`src/hpc_clkdiv.sv`:
```
// Shared constants and the divide-by-128 slow clock enable generator
`timescale 1ns/1ps

package hpc_pkg;
	// ------------------------------------------------------------
	// Register map and field positions
	// ------------------------------------------------------------
	localparam logic [7:0] ADDR_CTL    = 8'h10;
	localparam logic [7:0] ADDR_STATUS = 8'h14;
	localparam logic [7:0] ADDR_CLEAR  = 8'h18;
	localparam int CTL_WIDTH      = 8;
	localparam int CTL_SLEEP_REQ  = 1;
	localparam int CTL_CLK_SEL    = 2;
	localparam int CTL_MATCH_EN   = 3;
	localparam int CTL_PIN_EN     = 4;
	localparam int CTL_LOW_DET_EN = 5;
	localparam int CTL_CLK_EN     = 6;
	localparam int CTL_ABORT_EN   = 7;
	localparam logic [7:0] CTL_RESET = 8'h00;
	localparam int ST_WIDTH  = 3;
	localparam int ST_MATCH  = 0;
	localparam int ST_LOW    = 1;
	localparam int ST_PIN    = 2;
	localparam logic [2:0] ST_RESET = 3'h0;
	// ------------------------------------------------------------
	// Clocking and sequencing counts
	// ------------------------------------------------------------
	localparam int XTAL_DIV       = 128;
	localparam int POR_HOLD_TICKS = 4;
	localparam logic SRC_XTAL     = 1'b0;
	localparam logic SRC_OSC      = 1'b1;
	typedef enum logic [1:0] {
		S_RUN,
		S_HIB,
		S_RESTORE
	} hpc_state_t;
endpackage

module hpc_clkdiv #(
	parameter int DIV = hpc_pkg::XTAL_DIV
) (
	// Clock and reset
	input  wire logic clk_sys,
	input  wire logic rst_n,
	// Divider control
	input  wire logic enable,
	input  wire logic in_tick,
	// One-cycle output enable
	output logic      tick
);
	localparam int CW = $clog2(DIV);
	logic [CW-1:0] cnt;
	logic [CW-1:0] next_cnt;
	logic          next_tick;

	// Count input edges; cleared while stopped so restart is aligned
	always_comb begin
		next_cnt  = cnt;
		next_tick = 1'b0;
		if (!enable) begin
			next_cnt = '0;
		end else if (in_tick) begin
			if (cnt == CW'(DIV - 1)) begin
				next_cnt  = '0;
				next_tick = 1'b1;
			end else begin
				next_cnt = cnt + 1'b1;
			end
		end
	end

	// Register the count and the enable pulse
	always_ff @(posedge clk_sys or negedge rst_n) begin
		if (!rst_n) begin
			cnt  <= '0;
			tick <= 1'b0;
		end else begin
			cnt  <= next_cnt;
			tick <= next_tick;
		end
	end
endmodule

```
`src/hpc_power_ctl.sv`:
```
// Always-on hibernation power sequencer with its register port
//
// Function
// - Power-off pin asserted throughout hibernate state
// - Resume pin low ends hibernation
// - Compare match ends hibernation
// - Wake releases power-off pin, regulator restarts
// - Wake leads to full processor reset
// - Back-to-back reads need no spacing
// - Crystal path divides input by 128
// - Slow clock runs only when enabled
// - Select bit: 0 crystal, 1 oscillator
// - Detect supply below low threshold
// - Enabled detect sets low-supply status flag
// - Abort enable blocks hibernation on low supply
// - No supply checks while hibernating
// - Software enables wake source, then requests sleep
// - Separate pin and match wake enables
// - Event sources OR into one request
//
// Design decisions made here: the register addresses and the address-and-strobe port.
`timescale 1ns/1ps

module hpc_power_ctl
#(
	parameter int POR_HOLD = hpc_pkg::POR_HOLD_TICKS
) (
	// Clock and reset
	input  wire logic        clk_sys,
	input  wire logic        rst_n,
	// Register port
	input  wire logic [7:0]  reg_addr,
	input  wire logic [31:0] reg_wdata,
	input  wire logic        reg_wr,
	input  wire logic        reg_rd,
	output logic      [31:0] reg_rdata,
	// Pins
	input  wire logic        osc_in,
	input  wire logic        wake_n,
	output logic             power_off_request_n_out,
	output logic             power_off_request_n_oe,
	// System side
	input  wire logic        rtc_match,
	input  wire logic        low_supply_in,
	output logic             irq,
	output logic             core_reset_n
);
	import hpc_pkg::*;

	// ------------------------------------------------------------
	// Helpers
	// ------------------------------------------------------------
	function automatic logic hit(input logic strobe,
		input logic [7:0] addr, input logic [7:0] off);
		hit = strobe && (addr == off);
	endfunction

	localparam int PW = $clog2(POR_HOLD + 1);

	// ------------------------------------------------------------
	// Declarations
	// ------------------------------------------------------------
	hpc_state_t           state;
	hpc_state_t           next_state;
	logic [CTL_WIDTH-1:0] ctl;
	logic [CTL_WIDTH-1:0] next_ctl;
	logic [CTL_WIDTH-1:0] pend;
	logic [CTL_WIDTH-1:0] next_pend;
	logic                 pend_v;
	logic                 next_pend_v;
	logic [ST_WIDTH-1:0]  status;
	logic [ST_WIDTH-1:0]  next_status;
	logic [PW-1:0]        por_cnt;
	logic [PW-1:0]        next_por_cnt;
	logic [31:0]          next_rdata;
	logic                 osc_q;
	logic                 osc_edge;
	logic                 div_tick;
	logic                 slow_tick;
	logic                 sleep_try;
	logic                 sleep_block;
	logic                 wake_evt;
	logic                 low_seen;
	logic                 next_irq;
	logic                 next_off_oe;
	logic                 next_core_rst_n;

	// ------------------------------------------------------------
	// Slow clock source
	// ------------------------------------------------------------
	// Rising edges of the source pin form the base enable
	assign osc_edge = osc_in && !osc_q;

	hpc_clkdiv #(
		.DIV     (XTAL_DIV)
	) u_div (
		.clk_sys (clk_sys),
		.rst_n   (rst_n),
		.enable  (ctl[CTL_CLK_EN] && ctl[CTL_CLK_SEL] == SRC_XTAL),
		.in_tick (osc_edge),
		.tick    (div_tick)
	);

	// Source select and gating; the crystal needs settle time before
	// software may touch anything else, the oscillator does not
	assign slow_tick = ctl[CTL_CLK_EN] &&
		((ctl[CTL_CLK_SEL] == SRC_OSC) ? osc_edge : div_tick);

	// ------------------------------------------------------------
	// Sequencing conditions
	// ------------------------------------------------------------
	// Low supply only counts outside hibernation
	assign low_seen = ctl[CTL_LOW_DET_EN] && low_supply_in
		&& state != S_HIB;
	assign sleep_try = slow_tick && state == S_RUN
		&& ctl[CTL_SLEEP_REQ];
	// Refuse with no wake source, or on low supply when aborting
	assign sleep_block = !(ctl[CTL_PIN_EN] || ctl[CTL_MATCH_EN])
		|| (ctl[CTL_ABORT_EN] && low_seen);
	assign wake_evt = (ctl[CTL_PIN_EN] && !wake_n)
		|| (ctl[CTL_MATCH_EN] && rtc_match);

	// ------------------------------------------------------------
	// Control register
	// ------------------------------------------------------------
	// Clock bits act at once, since nothing ticks until they do; the
	// rest is staged and moved on a slow tick. A second write before
	// that tick replaces the first, which is why writes need spacing.
	always_comb begin
		next_ctl    = ctl;
		next_pend   = pend;
		next_pend_v = pend_v;
		if (sleep_try) begin
			next_ctl[CTL_SLEEP_REQ] = 1'b0; // self-clears taken or not
		end
		if (slow_tick && pend_v) begin
			next_ctl    = pend;
			next_pend_v = 1'b0;
			next_ctl[CTL_CLK_EN]  = ctl[CTL_CLK_EN];
			next_ctl[CTL_CLK_SEL] = ctl[CTL_CLK_SEL];
		end
		if (hit(reg_wr, reg_addr, ADDR_CTL)) begin
			next_pend   = reg_wdata[CTL_WIDTH-1:0];
			next_pend_v = 1'b1;
			next_ctl[CTL_CLK_EN]  = reg_wdata[CTL_CLK_EN];
			next_ctl[CTL_CLK_SEL] = reg_wdata[CTL_CLK_SEL];
		end
	end

	always_ff @(posedge clk_sys or negedge rst_n) begin
		if (!rst_n) begin
			ctl    <= CTL_RESET;
			pend   <= CTL_RESET;
			pend_v <= 1'b0;
			osc_q  <= 1'b0;
		end else begin
			ctl    <= next_ctl;
			pend   <= next_pend;
			pend_v <= next_pend_v;
			osc_q  <= osc_in;
		end
	end

	// ------------------------------------------------------------
	// Power state machine
	// ------------------------------------------------------------
	// The restore phase holds the processor in reset for a fixed
	// number of slow ticks, so it needs the slow clock running
	always_comb begin
		next_state   = state;
		next_por_cnt = por_cnt;
		case (state)
			S_RUN: begin
				if (sleep_try && !sleep_block) begin
					next_state = S_HIB;
				end
			end
			S_HIB: begin
				if (wake_evt) begin
					next_state   = S_RESTORE;
					next_por_cnt = '0;
				end
			end
			S_RESTORE: begin
				if (slow_tick) begin
					if (por_cnt == PW'(POR_HOLD - 1)) begin
						next_state = S_RUN;
					end else begin
						next_por_cnt = por_cnt + 1'b1;
					end
				end
			end
			default: begin
				next_state = S_RUN;
			end
		endcase
	end

	always_ff @(posedge clk_sys or negedge rst_n) begin
		if (!rst_n) begin
			state   <= S_RUN;
			por_cnt <= '0;
		end else begin
			state   <= next_state;
			por_cnt <= next_por_cnt;
		end
	end

	// ------------------------------------------------------------
	// Event status, clear and outputs
	// ------------------------------------------------------------
	// Write-one-to-clear; a new event in the same cycle wins
	always_comb begin
		next_status = status;
		if (hit(reg_wr, reg_addr, ADDR_CLEAR)) begin
			next_status = status & ~reg_wdata[ST_WIDTH-1:0];
		end
		if (rtc_match) begin
			next_status[ST_MATCH] = 1'b1;
		end
		if (low_seen) begin
			next_status[ST_LOW] = 1'b1;
		end
		if (!wake_n) begin
			next_status[ST_PIN] = 1'b1;
		end
		next_irq        = |next_status;
		next_off_oe     = next_state == S_HIB;
		next_core_rst_n = next_state == S_RUN;
		next_rdata      = '0;
		if (hit(reg_rd, reg_addr, ADDR_CTL)) begin
			next_rdata = {24'h000000, ctl};
		end else if (hit(reg_rd, reg_addr, ADDR_STATUS)) begin
			next_rdata = {29'h00000000, status};
		end
	end

	// Open drain: the driven value is always low
	always_ff @(posedge clk_sys or negedge rst_n) begin
		if (!rst_n) begin
			status                  <= ST_RESET;
			irq                     <= 1'b0;
			reg_rdata               <= 32'h00000000;
			power_off_request_n_out <= 1'b0;
			power_off_request_n_oe  <= 1'b0;
			core_reset_n            <= 1'b1;
		end else begin
			status                  <= next_status;
			irq                     <= next_irq;
			reg_rdata               <= next_rdata;
			power_off_request_n_out <= 1'b0;
			power_off_request_n_oe  <= next_off_oe;
			core_reset_n            <= next_core_rst_n;
		end
	end

	// Control bits that act at once rather than on a slow tick
	localparam logic [7:0] CTL_CLK_BITS =
		(8'h01 << CTL_CLK_EN) | (8'h01 << CTL_CLK_SEL);
endmodule

```
`config.mk`:
```
export PLATFORM = sky130hd
export DESIGN_NAME = hpc_power_ctl
export DESIGN_NICKNAME = d
export VERILOG_FILES = /design/src/hpc_clkdiv.sv /design/src/hpc_power_ctl.sv
export SDC_FILE = /design/constraint.sdc
export NUM_CORES = 1
export LEC_CHECK = 0
export BUFFER_PORTS_ARGS = -buffer_cell sky130_fd_sc_hd__buf_4
export CORE_UTILIZATION = 50
export CTS_BUF_LIST = sky130_fd_sc_hd__clkbuf_8
export DETAILED_ROUTE_END_ITERATION = 16
export PLACE_DENSITY = 0.89
export SETUP_SLACK_MARGIN = 0.05
export SKIP_CTS_REPAIR_TIMING = 1
export SYNTH_ARGS = -nofsm -noshare
export SYNTH_HDL_FRONTEND = slang
export SYNTH_HIERARCHICAL = 1
export SYNTH_SLANG_ARGS = --single-unit
```
`constraint.sdc`:
```
create_clock -name clk_sys -period 3.6 [get_ports clk_sys]
set_clock_uncertainty 0.05 [all_clocks]
set_input_delay 0 -clock clk_sys [delete_from_list [all_inputs] [get_ports clk_sys]]
set_output_delay 0 -clock clk_sys [all_outputs]
set_load 0.05 [all_outputs]
```
### Word level (Yosys, flattened, before mapping)

Cells that the tools add are included.

* word-level logic and storage cells: 91
* output and inout bits: 36
* register bits after elaboration: 69
* bits of input ports: 48

* bitwise logic cells: 3
* multiplexer cells: 28
* reduce and logical (&&, ||, !) cells: 30
* equal/unequal tests: 13
* $add $sub $neg: 2

Operators by type and width (count)
* $eq A8 B5 Y1 const B: 3
* $mux W7: 3
* $logic_and A1 B1 Y1: 16
* $mux W3: 5
* $mux W1: 12
* $mux W2: 5
* $mux W8: 1
* $ne A2 B2 Y1 const B: 4
* $add A7 B1 Y7 const B: 1
* $eq A7 B7 Y1 const B: 1
* $pmux W2 S3: 1
* $pmux W3 S2: 1
* $reduce_bool A2 Y1: 3
* $eq A2 B1 Y1 const B: 2
* $logic_not A1 Y1: 4
* $logic_not A2 Y1: 2
* $reduce_and A4 Y1: 1
* $add A3 B1 Y3 const B: 1
* $and A3 B3 Y3: 1
* $eq A3 B2 Y1 const B: 1
* $logic_or A1 B1 Y1: 3
* $not A3 Y3: 1
* $reduce_or A3 Y1: 1
* $eq A2 B2 Y1 const B: 1
* other kinds (2): 2

### Longest topological paths before layout

Gate-level depths: netlist of the first run.

* depth after elaboration: 10
* depth in mapped cells: 5
* gate-level depth less buffers: 5

### Modules after synthesis

Netlist of the first run, hierarchy kept.

Modules (own cells, without submodules)
* hpc_power_ctl: cells an instance 144, sequential area each 877.1 µm², area an instance 1672.9 µm², instances 1
* hpc_clkdiv: cells an instance 40, sequential area each 200.2 µm², area an instance 391.6 µm², instances 1

### Worst setup path before layout of the first run

No wires, ideal clock.

* path kind: input port to flip-flop
* start point: input reg_addr[2]
* end point: register irq
* slack: 1994 ps
* buffers on the path: 1
* arrival: 1425 ps
* required time: 3419 ps
* library setup time: 131 ps
* stages on the path: 5
* path through: buf_6 -> or4b_4 -> or2_4 -> o22a_1 -> or3_1

* longest elaborated chain between the ends: 5
* elaborated cells between the ends (all ways): 7
* those cells by class: 1 x eq/ne; 4 x mux; 2 x reduce/logical

RTL lines
* start, declared: RTL line hpc_power_ctl.sv:32 `input wire logic [7:0] reg_addr,`
* $eq A8 B5 Y1: RTL line hpc_power_ctl.sv:55 `hit = strobe && (addr == off);`
* $logic_and A1 B1 Y1: RTL line hpc_power_ctl.sv:55
* $mux W3: RTL line hpc_power_ctl.sv:215 `if (hit(reg_wr, reg_addr, ADDR_CLEAR)) begin`
* $mux W1: RTL line hpc_power_ctl.sv:218 `if (rtc_match) begin`
* net next_status[0]: RTL line hpc_power_ctl.sv:72 `logic [ST_WIDTH-1:0] next_status;`
* $reduce_or A3 Y1: RTL line hpc_power_ctl.sv:227 `next_irq = |next_status;`
* net next_irq: RTL line hpc_power_ctl.sv:84 `logic next_irq;`
* end signal, assigned: RTL line hpc_power_ctl.sv:249 `irq <= next_irq;`
* end, declared: RTL line hpc_power_ctl.sv:45 `output logic irq,`

The timed path passes the listed nets, and every way through them passes these cells.
A chain may end at the register's enable or synchronous reset.

### Final worst setup path of the first run

* start point: input reg_addr[2]
* end point: register pend[0]

* longest elaborated chain between the ends: 2

RTL lines
* $eq A8 B5 Y1: RTL line hpc_power_ctl.sv:55
* $logic_and A1 B1 Y1: RTL line hpc_power_ctl.sv:55
* end signal, assigned: RTL line hpc_power_ctl.sv:158 `pend <= next_pend;`
* end, declared: RTL line hpc_power_ctl.sv:67 `logic [CTL_WIDTH-1:0] pend;`

No other way between the ends.

==> results of run 1 <==
area by class of cell:
| type | instances | area (um2) |
|---|---|---|
| tap | 48 | 60.1 |
| clock inverter | 2 | 35.0 |
| clock buffer | 6 | 82.6 |
| sequential | 43 | 1080 |
| timing repair buffer | 47 | 385 |
| inverter | 5 | 18.8 |
| fill | 291 | 1280 |
| multi-input combinational | 133 | 856 |
per-stage QoR:
step	total power (uW)	utilization, %	area [um2]	std cells
3_5_place_dp	606	59.7	2270	263
6_report	990	66.2	2510	284
5_1_grt	1030	66.2	2510	284
4_1_cts	986	62.8	2380	271
3_3_place_gp	604	59.7	2270	263
2_1_floorplan	594	-	2150	208
state kept, by name, summed over array words and instances (netlist names), 2 cells and up:
name,flops
state,2
ctl,7
status,3
pend,7
por_cnt,3
reg_rdata,8
u_div/cnt,7
worst min-delay path: stages:
cell and delay, ns:
buf_4 0.08, or4_1 0.16, nor2_1 0.06
cells in the final DEF (no fill, tap or decap), types with 3 or more instances in the layout:
cell type and n:
nor2_1 8, and2_1 7, nand3b_1 3, dlygate4sd3_1 13, mux2_2 13, nand2b_1 5, inv_1 5, clkbuf_8 6
a21o_1 3, o21ai_0 9, mux2i_1 6, or4_1 3, nand2_1 14, nor2b_1 4, nand3_1 3, or3_1 3
conb_1 25, o31ai_1 6, ha_1 3, buf_4 34, dfrtp_1 42
worst paths after layout:
path	startpoint	end	slack [ns]
max in group asynchronous	rst_n	core_reset_n	2.97
worst min-delay path	reg_addr[7]	reg_rdata[0]	-0.0009
worst min register to register	por_cnt[0]	por_cnt[0]	0.45
worst max register to register	ctl[2]	por_cnt[1]	1.84
min in group asynchronous	rst_n	state[1]	0.17
worst max-delay path	reg_addr[2]	pend[0]	1.60
report_power, final:
group / total [uW] / internal (uW) / switching, uW
Clock: 383 / 224 / 159
Sequential: 493 / 489 / 4.32
Combinational: 114 / 33.4 / 80.7
cell families (layout without fill, tap and decap cells):
family,count (synthesis),count (layout)
and+or+nand+nor,59,59
DFF,43,43
buffers and inverters,32,60
AOI/OAI and AO/OA,25,25
muxes,19,19
adders and majority gates,3,3
xor gates and xnor gates,2,2
other,1,25
metal layers:
metal  track usage [%]  share of wire, %  up-vias
met5                 0                 0        -
met4              9.31               2.1        0
met3              4.14               5.2        7
met2              30.4                50       54
met1              19.6                42      699
li1                  -                 -      687
==> results.sh, run 1 <==
export IMPL_slew_headroom_pct=57.5
export IMPL_vias=1447
export IMPL_rows=22
export IMPL_worstPathRequired_ns=3.73
export IMPL_yosys_area_top_type="dfrtp_1"
export IMPL_place_congestion=0.765
export IMPL_yosys_area_share_simple_pct=16.4
export IMPL_hold_slack_ns=-0.000922
export IMPL_ir_drop_uv=168
export IMPL_cts_tree="yes"
export IMPL_start_kind="input pin"
export IMPL_place_ws_ns=1.74
export IMPL_yosys_top_cells_area="dfrtp_1, buf_4, mux2_2"
export IMPL_ys_warnings_count=6
export IMPL_worstMarginPinSlew_ns=0.631
export IMPL_outcome="finished, violations left"
export IMPL_cpPeakStageDelay_ns=0.56
export IMPL_cpLargestDelayFamily="simple AND/OR/NAND/NOR gates"
export IMPL_final_setup_tns_ns=0
export IMPL_ant_nets=0
export IMPL_htree_levels=2
export IMPL_io_buffers=34
export IMPL_die_w_um=66.3
export IMPL_vias_per_cell=5.10
export IMPL_worst_setup_path_type="input pin to flop"
export IMPL_n_antenna_cell=0
export IMPL_cts_buffers=5
export IMPL_worstPathCellList="dlygate4sd3_1, buf_4, or4b_4, or2_4, nor2_4, mux2_2"
export IMPL_start_util_pct=54.3
export IMPL_yosys_area_top_type_share_pct=50.9
export IMPL_hold_violations=2
export IMPL_synthAdderAreaFrac_pct=1.82
export IMPL_cp_num_buf_inv=2
export IMPL_fin_crit_sh_pct=55.4
export IMPL_clkSinkCount=43
export IMPL_setup_viol=0
export IMPL_path_clk_slew_ns=0.08
export IMPL_grt_max_degree=44
export IMPL_hp_class="input pin to flop"
export IMPL_antenna_found_initial=0
export IMPL_clock_fmax_ghz=0.501
export IMPL_synth_most_common_cell="dfrtp_1"
export IMPL_path_max_fanout=9
export IMPL_grt_first_pass_wirelength_um=5630
export IMPL_violations="negative hold slack"
export IMPL_avgSynthCellArea_um2=11.2
export IMPL_synth_top_family_by_area="simple AND/OR/NAND/NOR gates"
export IMPL_nets=286
export IMPL_synth_ff_type="dfrtp_1"
export IMPL_ys_seq_area_share_pct=52.2
export IMPL_io_pins=84
export IMPL_cts_max_path_buffers=2
export IMPL_synth_area_um2=2060
export IMPL_wl_per_cell_um=12.8
export IMPL_synth_area_mux_share_pct=10.0
export IMPL_fin_crit_ns=2.00
export IMPL_grt_pass1_vias=1315
export IMPL_dieArea_um2=4390
export IMPL_syn_inst=184
export IMPL_grt_usage_pct=17.5
export IMPL_worst_path_max_delay_cell="or4b_4"
export IMPL_first_pass_iters=4
export IMPL_final_layout_size_suffix_gt1_share_pct=25.0
export IMPL_synth_xor_area_share_pct=0.848
export IMPL_arrival_ns=2.13
export IMPL_total_leakage_power_uw=0.00123
export IMPL_remaining_drc_errors=0
export IMPL_rr_worst_depth=4
export IMPL_synth_compound_area_share_pct=7.82
export IMPL_dp_hpwl_um=2660
export IMPL_syn_to_final_growth_pct=21.8
export IMPL_rsz0062_at_grt="no"
export IMPL_synth_ff_latch_count=43
export IMPL_synthArstFlopShare_pct=100
export IMPL_clk_latency_ns=0.30
export IMPL_die_y_um=66.3
export IMPL_max_cap_violations=0
export IMPL_worst_slack_ns=1.60
export IMPL_ys_top_cells_by_count="dfrtp_1, buf_4, nand2_1"
export IMPL_synthDistinctLibCells=36
export IMPL_power_density_nw_per_um2=394
export IMPL_overflow=0
export IMPL_drt_iter0_drc=67
export IMPL_core_area_um2=3800
export IMPL_report_final_slew_viol_count=0
export IMPL_synth_edff_count=0
export IMPL_crit_path_end_kind="flop"
export IMPL_root_buffer="clkbuf_8"
export IMPL_worst_path_stages=6
export IMPL_hold_depth=3
export IMPL_drt_wl_total_um=3640
(Power assumes the default switching activity.)
==> run 2, diff against run 1 <==
--- a/config.mk
+++ b/config.mk
@@ -5,6 +5,7 @@
 export SDC_FILE = /design/constraint.sdc
 export NUM_CORES = 1
 export LEC_CHECK = 0
+export ABC_AREA = 1
 export BUFFER_PORTS_ARGS = -buffer_cell sky130_fd_sc_hd__buf_4
 export CORE_UTILIZATION = 50
 export CTS_BUF_LIST = sky130_fd_sc_hd__clkbuf_8
==> constraint.sdc (replaced) <==
create_clock -name clk_sys -period 2.1 [get_ports clk_sys]
set_clock_uncertainty 0.05 [all_clocks]
set_input_delay 0 -clock clk_sys [delete_from_list [all_inputs] [get_ports clk_sys]]
set_output_delay 0 -clock clk_sys [all_outputs]
set_load 0.05 [all_outputs]
==> run 2 against run 1 <==
  * Routed wire length up 23%
  * Largest power group unchanged
  * Final area up 7.3%
  * Combinational power up 110%
  * Synthesized cell count grew 42%
  * The flow still finishes with violations (negative hold slack)
  * Count of clock-buffer cells in the layout unchanged
  * First-iteration DRC count grew 13%
==> results.sh, run 2 <==
export IMPL_setup_viol=0
export IMPL_total_leakage_power_uw=0.00145
export IMPL_overflow=0
export IMPL_synthDistinctLibCells=26
export IMPL_synth_most_common_cell="nand2_1"
export IMPL_final_layout_size_suffix_gt1_share_pct=19.8
export IMPL_dp_hpwl_um=2920
export IMPL_place_ws_ns=0.474
export IMPL_synth_edff_count=0
export IMPL_cpMostUsedCell="dlygate4sd3_1"
export IMPL_final_common_cell="nand2_1"
export IMPL_cpPeakStageDelay_ns=0.62
export IMPL_power_frac_comb_pct=14.3
export IMPL_outcome="finished, violations left"
export IMPL_die_y_um=67.8
export IMPL_synthAdderAreaFrac_pct=1.73
export IMPL_dieArea_um2=4600
export IMPL_worst_slack_ns=0.287
export IMPL_power_density_nw_per_um2=614
export IMPL_yosys_area_share_simple_pct=29.1
export IMPL_cp_num_buf_inv=3
export IMPL_ys_seq_area_share_pct=49.7
export IMPL_violations="negative hold slack"
export IMPL_ys_warnings_count=6
export IMPL_largest_register_ffs=8
export IMPL_first_pass_iters=4
export IMPL_vias_per_cell=4.76
export IMPL_final_setup_tns_ns=0
export IMPL_clk_latency_ns=0.30
export IMPL_die_w_um=67.8
export IMPL_final_cell_mix="nand2_1, dfrtp_1, buf_4, inv_1, nand3_1"
export IMPL_yosys_top_cells_area="dfrtp_1, nand2_1, buf_4"
export IMPL_ys_top_cells_by_count="nand2_1, dfrtp_1, inv_1"
export IMPL_drt_iter0_drc=76
export IMPL_p_int_uw=1180
export IMPL_top_register="reg_rdata"
export IMPL_worst_path_max_delay_cell="dlygate4sd3_1"
export IMPL_report_final_slew_viol_count=0
export IMPL_worstPathRequired_ns=2.30
export IMPL_worstMarginPinSlew_ns=0.520
export IMPL_clock_fmax_ghz=0.552
export IMPL_syn_inst=262
export IMPL_path_clk_slew_ns=0.08
export IMPL_crit_path_end_kind="flop"
export IMPL_hp_class="input pin to flop"
export IMPL_cts_max_path_buffers=2
export IMPL_synth_xor_area_share_pct=0
export IMPL_dp_cells=345
export IMPL_fin_crit_ns=1.81
export IMPL_vias=1782
export IMPL_io_pins=84
export IMPL_path_max_fanout=10
export IMPL_grt_pass1_vias=1581
export IMPL_antenna_found_initial=0
export IMPL_fillers=322
export IMPL_switchingPower_uw=475
export IMPL_yosys_area_top_type_share_pct=48.5
export IMPL_ant_nets=0
export IMPL_synth_ff_type="dfrtp_1"
export IMPL_place_congestion=0.795
export IMPL_grt_first_pass_wirelength_um=6430
export IMPL_pwr_share_seq_pct=51.9
export IMPL_max_cap_violations=0
export IMPL_rows=23
export IMPL_io_buffers=34
export IMPL_root_buffer="clkbuf_8"
export IMPL_slew_headroom_pct=65.2
export IMPL_hold_slack_ns=-0.00430
export IMPL_hold_violations=1
export IMPL_n_antenna_cell=0
export IMPL_worst_setup_path_type="input pin to flop"
export IMPL_arrival_ns=2.01
export IMPL_fin_cells=374
export IMPL_cts_tree="yes"
export IMPL_htree_levels=2
export IMPL_synth_compound_area_share_pct=4.16
export IMPL_grt_usage_pct=19.2
export IMPL_worstPathCellList="dlygate4sd3_1, buf_4, nor3_4, nand3_1, dlygate4sd3_1, nand2_1"
export IMPL_wl_per_cell_um=11.9
export IMPL_synth_area_um2=2170
export IMPL_start_kind="input pin"
export IMPL_synth_ff_latch_count=43
export IMPL_switching_share_pct=28.7
export IMPL_ir_drop_uv=474
export IMPL_fin_crit_sh_pct=86.3
export IMPL_synthArstFlopShare_pct=100
export IMPL_cpLargestDelayFamily="buffers and inverters"
export IMPL_power_uw=1660
export IMPL_remaining_drc_errors=0
export IMPL_avgSynthCellArea_um2=8.27
export IMPL_drt_wl_total_um=4470
export IMPL_start_util_pct=53.0
export IMPL_nets=374
export IMPL_syn_to_final_growth_pct=24.6
export IMPL_synth_top_family_by_area="simple AND/OR/NAND/NOR gates"
export IMPL_yosys_area_top_type="dfrtp_1"
export IMPL_clkSinkCount=43
export IMPL_synth_area_mux_share_pct=0
export IMPL_p_clk_share_pct=33.8
export IMPL_final_util_pct=66.0
export IMPL_cts_buffers=5
export IMPL_core_area_um2=4090
export IMPL_rsz0062_at_grt="no"
export IMPL_grt_max_degree=44
run 2: routing by layer:
metal  track usage [%]  part of all wire [%]  vias up
met5                 0                     0        -
met4              8.85                   1.8        0
met3              5.50                   4.4        7
met2              32.9                    55       54
met1              22.2                    38      841
li1                  -                     -      880
run 2: path summary, 6_finish.rpt:
kind	startpoint	end	slack, ns	cells past startpoint
max	reg_addr[3]	pend[3]	0.29	6
min	reg_wr	pend[6]	-0.004	3
max reg2reg	por_cnt[0]	por_cnt[1]	0.46	7
min reg2reg	por_cnt[2]	por_cnt[2]	0.43	2
max in group asynchronous	rst_n	reg_rdata[0]	1.48	2
min in group asynchronous	rst_n	state[1]	0.16	2
run 2: metrics by stage:
stage	cell area [um2]	hold WS (ns)
finish	2700	-0.00430
floorplan	2260	-0.346
CTS	2490	-0.365
global placement	2390	-0.0388
global route	2700	0.0115
detailed placement	2390	-0.0341
run 2: area by class of cell:
type | count | area (um2) | area share (%)
tap | 50 | 62.6 | 2.32
clock inverter | 2 | 16.3 | 0.603
timing repair buffer | 56 | 473 | 17.5
inverter | 36 | 135 | 5.01
sequential | 43 | 1080 | 39.9
multi-input combinational | 181 | 851 | 31.5
clock buffer | 6 | 82.6 | 3.06
run 2: power groups by stage:
stage	Clock, uW	Sequential [uW]	Combinational [uW]
after floorplan	0	873	184
after global placement	0	874	208
after CTS	571	859	213
after global routing	596	861	256
final	559	860	236
after detailed placement	0	876	213
run 2: worst register-to-register path: stages (launching register included):
cell	delay [ns]
dfrtp_1	0.41
ha_1	0.23
ha_1	0.18
or2_2	0.31
nand2_1	0.13
nand2_1	0.10
nand2_1	0.08
nand2_1	0.05
run 2: cell families (layout without fill, tap and decap cells):
group	Yosys count	after routing
buf+inv	62	100
fa+ha+maj	3	3
flops	43	43
compound gates	15	15
other cells	1	25
simple gates	138	138
==> run 3, diff against run 2 <==
--- a/config.mk
+++ b/config.mk
@@ -7,10 +7,10 @@
 export LEC_CHECK = 0
 export ABC_AREA = 1
 export BUFFER_PORTS_ARGS = -buffer_cell sky130_fd_sc_hd__buf_4
-export CORE_UTILIZATION = 50
+export CORE_UTILIZATION = 39
 export CTS_BUF_LIST = sky130_fd_sc_hd__clkbuf_8
 export DETAILED_ROUTE_END_ITERATION = 16
-export PLACE_DENSITY = 0.89
+export PLACE_DENSITY = 0.72
 export SETUP_SLACK_MARGIN = 0.05
 export SKIP_CTS_REPAIR_TIMING = 1
 export SYNTH_ARGS = -nofsm -noshare
==> run 3 against run 2 <==
  * The flow now finishes without violations
  * Register-to-register slack improved by 0.04 ns
  * Maximum frequency up 2.9%
  * Core utilization shrank 13 points
  * Die area up 27%
  * Count of clock-buffer cells in the layout fell by 1
  * Global-route usage is 5.0 points lower
  * Sequential power about the same
  * Setup slack gained 0.052 ns
  * Critical path depth unchanged
  * Routed wire length fell by 7.9%
  * Combinational power hardly changed
  * Critical endpoint unchanged
  * Largest power group unchanged
==> results.sh, run 3 (synthesis gave the netlist of run 2 again) <==
export IMPL_grt_first_pass_wirelength_um=6530
export IMPL_slew_headroom_pct=65.0
export IMPL_vias=1712
export IMPL_start_kind="input pin"
export IMPL_rr_worst_depth=7
export IMPL_worst_setup_path_type="input pin to flop"
export IMPL_final_cell_area_um2=2770
export IMPL_top_register="reg_rdata"
export IMPL_grt_pass1_vias=1474
export IMPL_fin_crit_ns=1.76
export IMPL_grt_max_degree=44
export IMPL_wl_per_cell_um=10.4
export IMPL_place_congestion=0.778
export IMPL_dieArea_um2=5860
export IMPL_remaining_drc_errors=0
export IMPL_worstMarginPinSlew_ns=0.525
export IMPL_reg2reg_from="por_cnt[0]"
export IMPL_worstPathRequired_ns=2.29
export IMPL_cts_tree="yes"
export IMPL_overflow=0
export IMPL_clock_fmax_ghz=0.568
export IMPL_r2r_end="por_cnt[1]"
export IMPL_report_final_slew_viol_count=0
export IMPL_final_setup_tns_ns=0
export IMPL_clkSinkCount=43
export IMPL_die_w_um=76.5
export IMPL_largest_register_ffs=8
export IMPL_start_util_pct=41.4
export IMPL_outcome="completed"
export IMPL_root_buffer="clkbuf_8"
export IMPL_place_area_um2=2410
export IMPL_cts_max_path_buffers=2
export IMPL_hp_start="reg_addr[1]"
export IMPL_antenna_found_initial=0
export IMPL_fin_crit_sh_pct=83.9
export IMPL_drt_wl_total_um=4120
export IMPL_htree_levels=2
export IMPL_ant_nets=0
export IMPL_path_max_fanout=10
export IMPL_max_cap_violations=0
export IMPL_io_buffers=34
export IMPL_path_clk_slew_ns=0.08
export IMPL_setup_viol=0
export IMPL_clk_latency_ns=0.30
export IMPL_final_common_cell="nand2_1"
export IMPL_hp_class="input pin to flop"
export IMPL_nets=375
export IMPL_grt_usage_pct=14.2
export IMPL_syn_to_final_growth_pct=27.9
export IMPL_power_uw=1850
export IMPL_place_ws_ns=0.517
export IMPL_arrival_ns=1.95
export IMPL_first_pass_iters=4
export IMPL_rows=26
export IMPL_worst_slack_ns=0.339
export IMPL_drt_iter0_drc=89
export IMPL_crit_path_end_kind="flop"
export IMPL_die_y_um=76.5
export IMPL_core_area_um2=5240
export IMPL_hold_violations=0
export IMPL_ir_drop_uv=337
export IMPL_vias_per_cell=4.33
export IMPL_hold_depth=6
export IMPL_holdPathEnd="reg_rdata[2]"
export IMPL_final_layout_size_suffix_gt1_share_pct=19.7
export IMPL_rsz0062_at_grt="no"
export IMPL_dp_hpwl_um=2930
export IMPL_n_antenna_cell=0
export IMPL_total_leakage_power_uw=0.00147
export IMPL_power_density_nw_per_um2=669
export IMPL_reg2reg_slack_ns=0.50
export IMPL_io_pins=84
export IMPL_cts_buffers=5
export IMPL_final_cell_mix="nand2_1, dfrtp_1, buf_4, inv_1, nand3_1"
## run 3: metal layers
| layer | vias up | track usage, % | share of wire (%) |
|---|---|---|---|
| met1 | 769 | 17.9 | 43 |
| met4 | 0 | 4.62 | 1.0 |
| met5 | - | 0 | 0 |
| met2 | 55 | 23.2 | 50 |
| met3 | 6 | 4.43 | 5.3 |
| li1 | 882 | - | - |
## run 3: critical path, stage by stage
cell and delay, ns:
dlygate4sd3_1 0.55, buf_4 0.15, nor3_4 0.45, nand3_1 0.14, dlygate4sd3_1 0.59, nand2_1 0.06
## run 3: area by class of cell
cell class              count  area [um2]
multi-input cells         181         851
well taps                  70        87.6
repair buffers             57         483
clock inverters             3        67.6
inverters                  36         135
flip-flops and latches     43        1080
fillers                   467        2470
clock buffers               5        68.8
## run 3: worst max path at each step
| stage | startpoint | endpoint | slack [ns] | cells after the start |
|---|---|---|---|---|
| 3_5_place_dp | por_cnt[0] | por_cnt[1] | 0.52 | 7 |
| 2_1_floorplan | por_cnt[0] | por_cnt[1] | 0.62 | 7 |
| 3_3_place_gp | por_cnt[0] | por_cnt[1] | 0.54 | 7 |
| 5_1_grt | reg_addr[3] | pend[3] | 0.27 | 6 |
| 6_report | reg_addr[3] | pend[3] | 0.34 | 6 |
| 4_1_cts | por_cnt[0] | por_cnt[1] | 0.48 | 7 |
## run 3: power by group
| part | internal (uW) | total (uW) | switching, uW |
|---|---|---|---|
| Sequential | 846 | 859 | 13.0 |
| Combinational | 67.5 | 235 | 167 |
| Clock | 474 | 760 | 286 |
## run 3: stage by stage
step,cells,util [%],hold WS (ns)
final,395,52.9,0.0377
after floorplan,286,-,-0.346
after global placement,365,46.1,-0.0281
after CTS,373,48.7,-0.363
after detailed placement,365,46.1,-0.0297
after global routing,395,52.9,0.0554
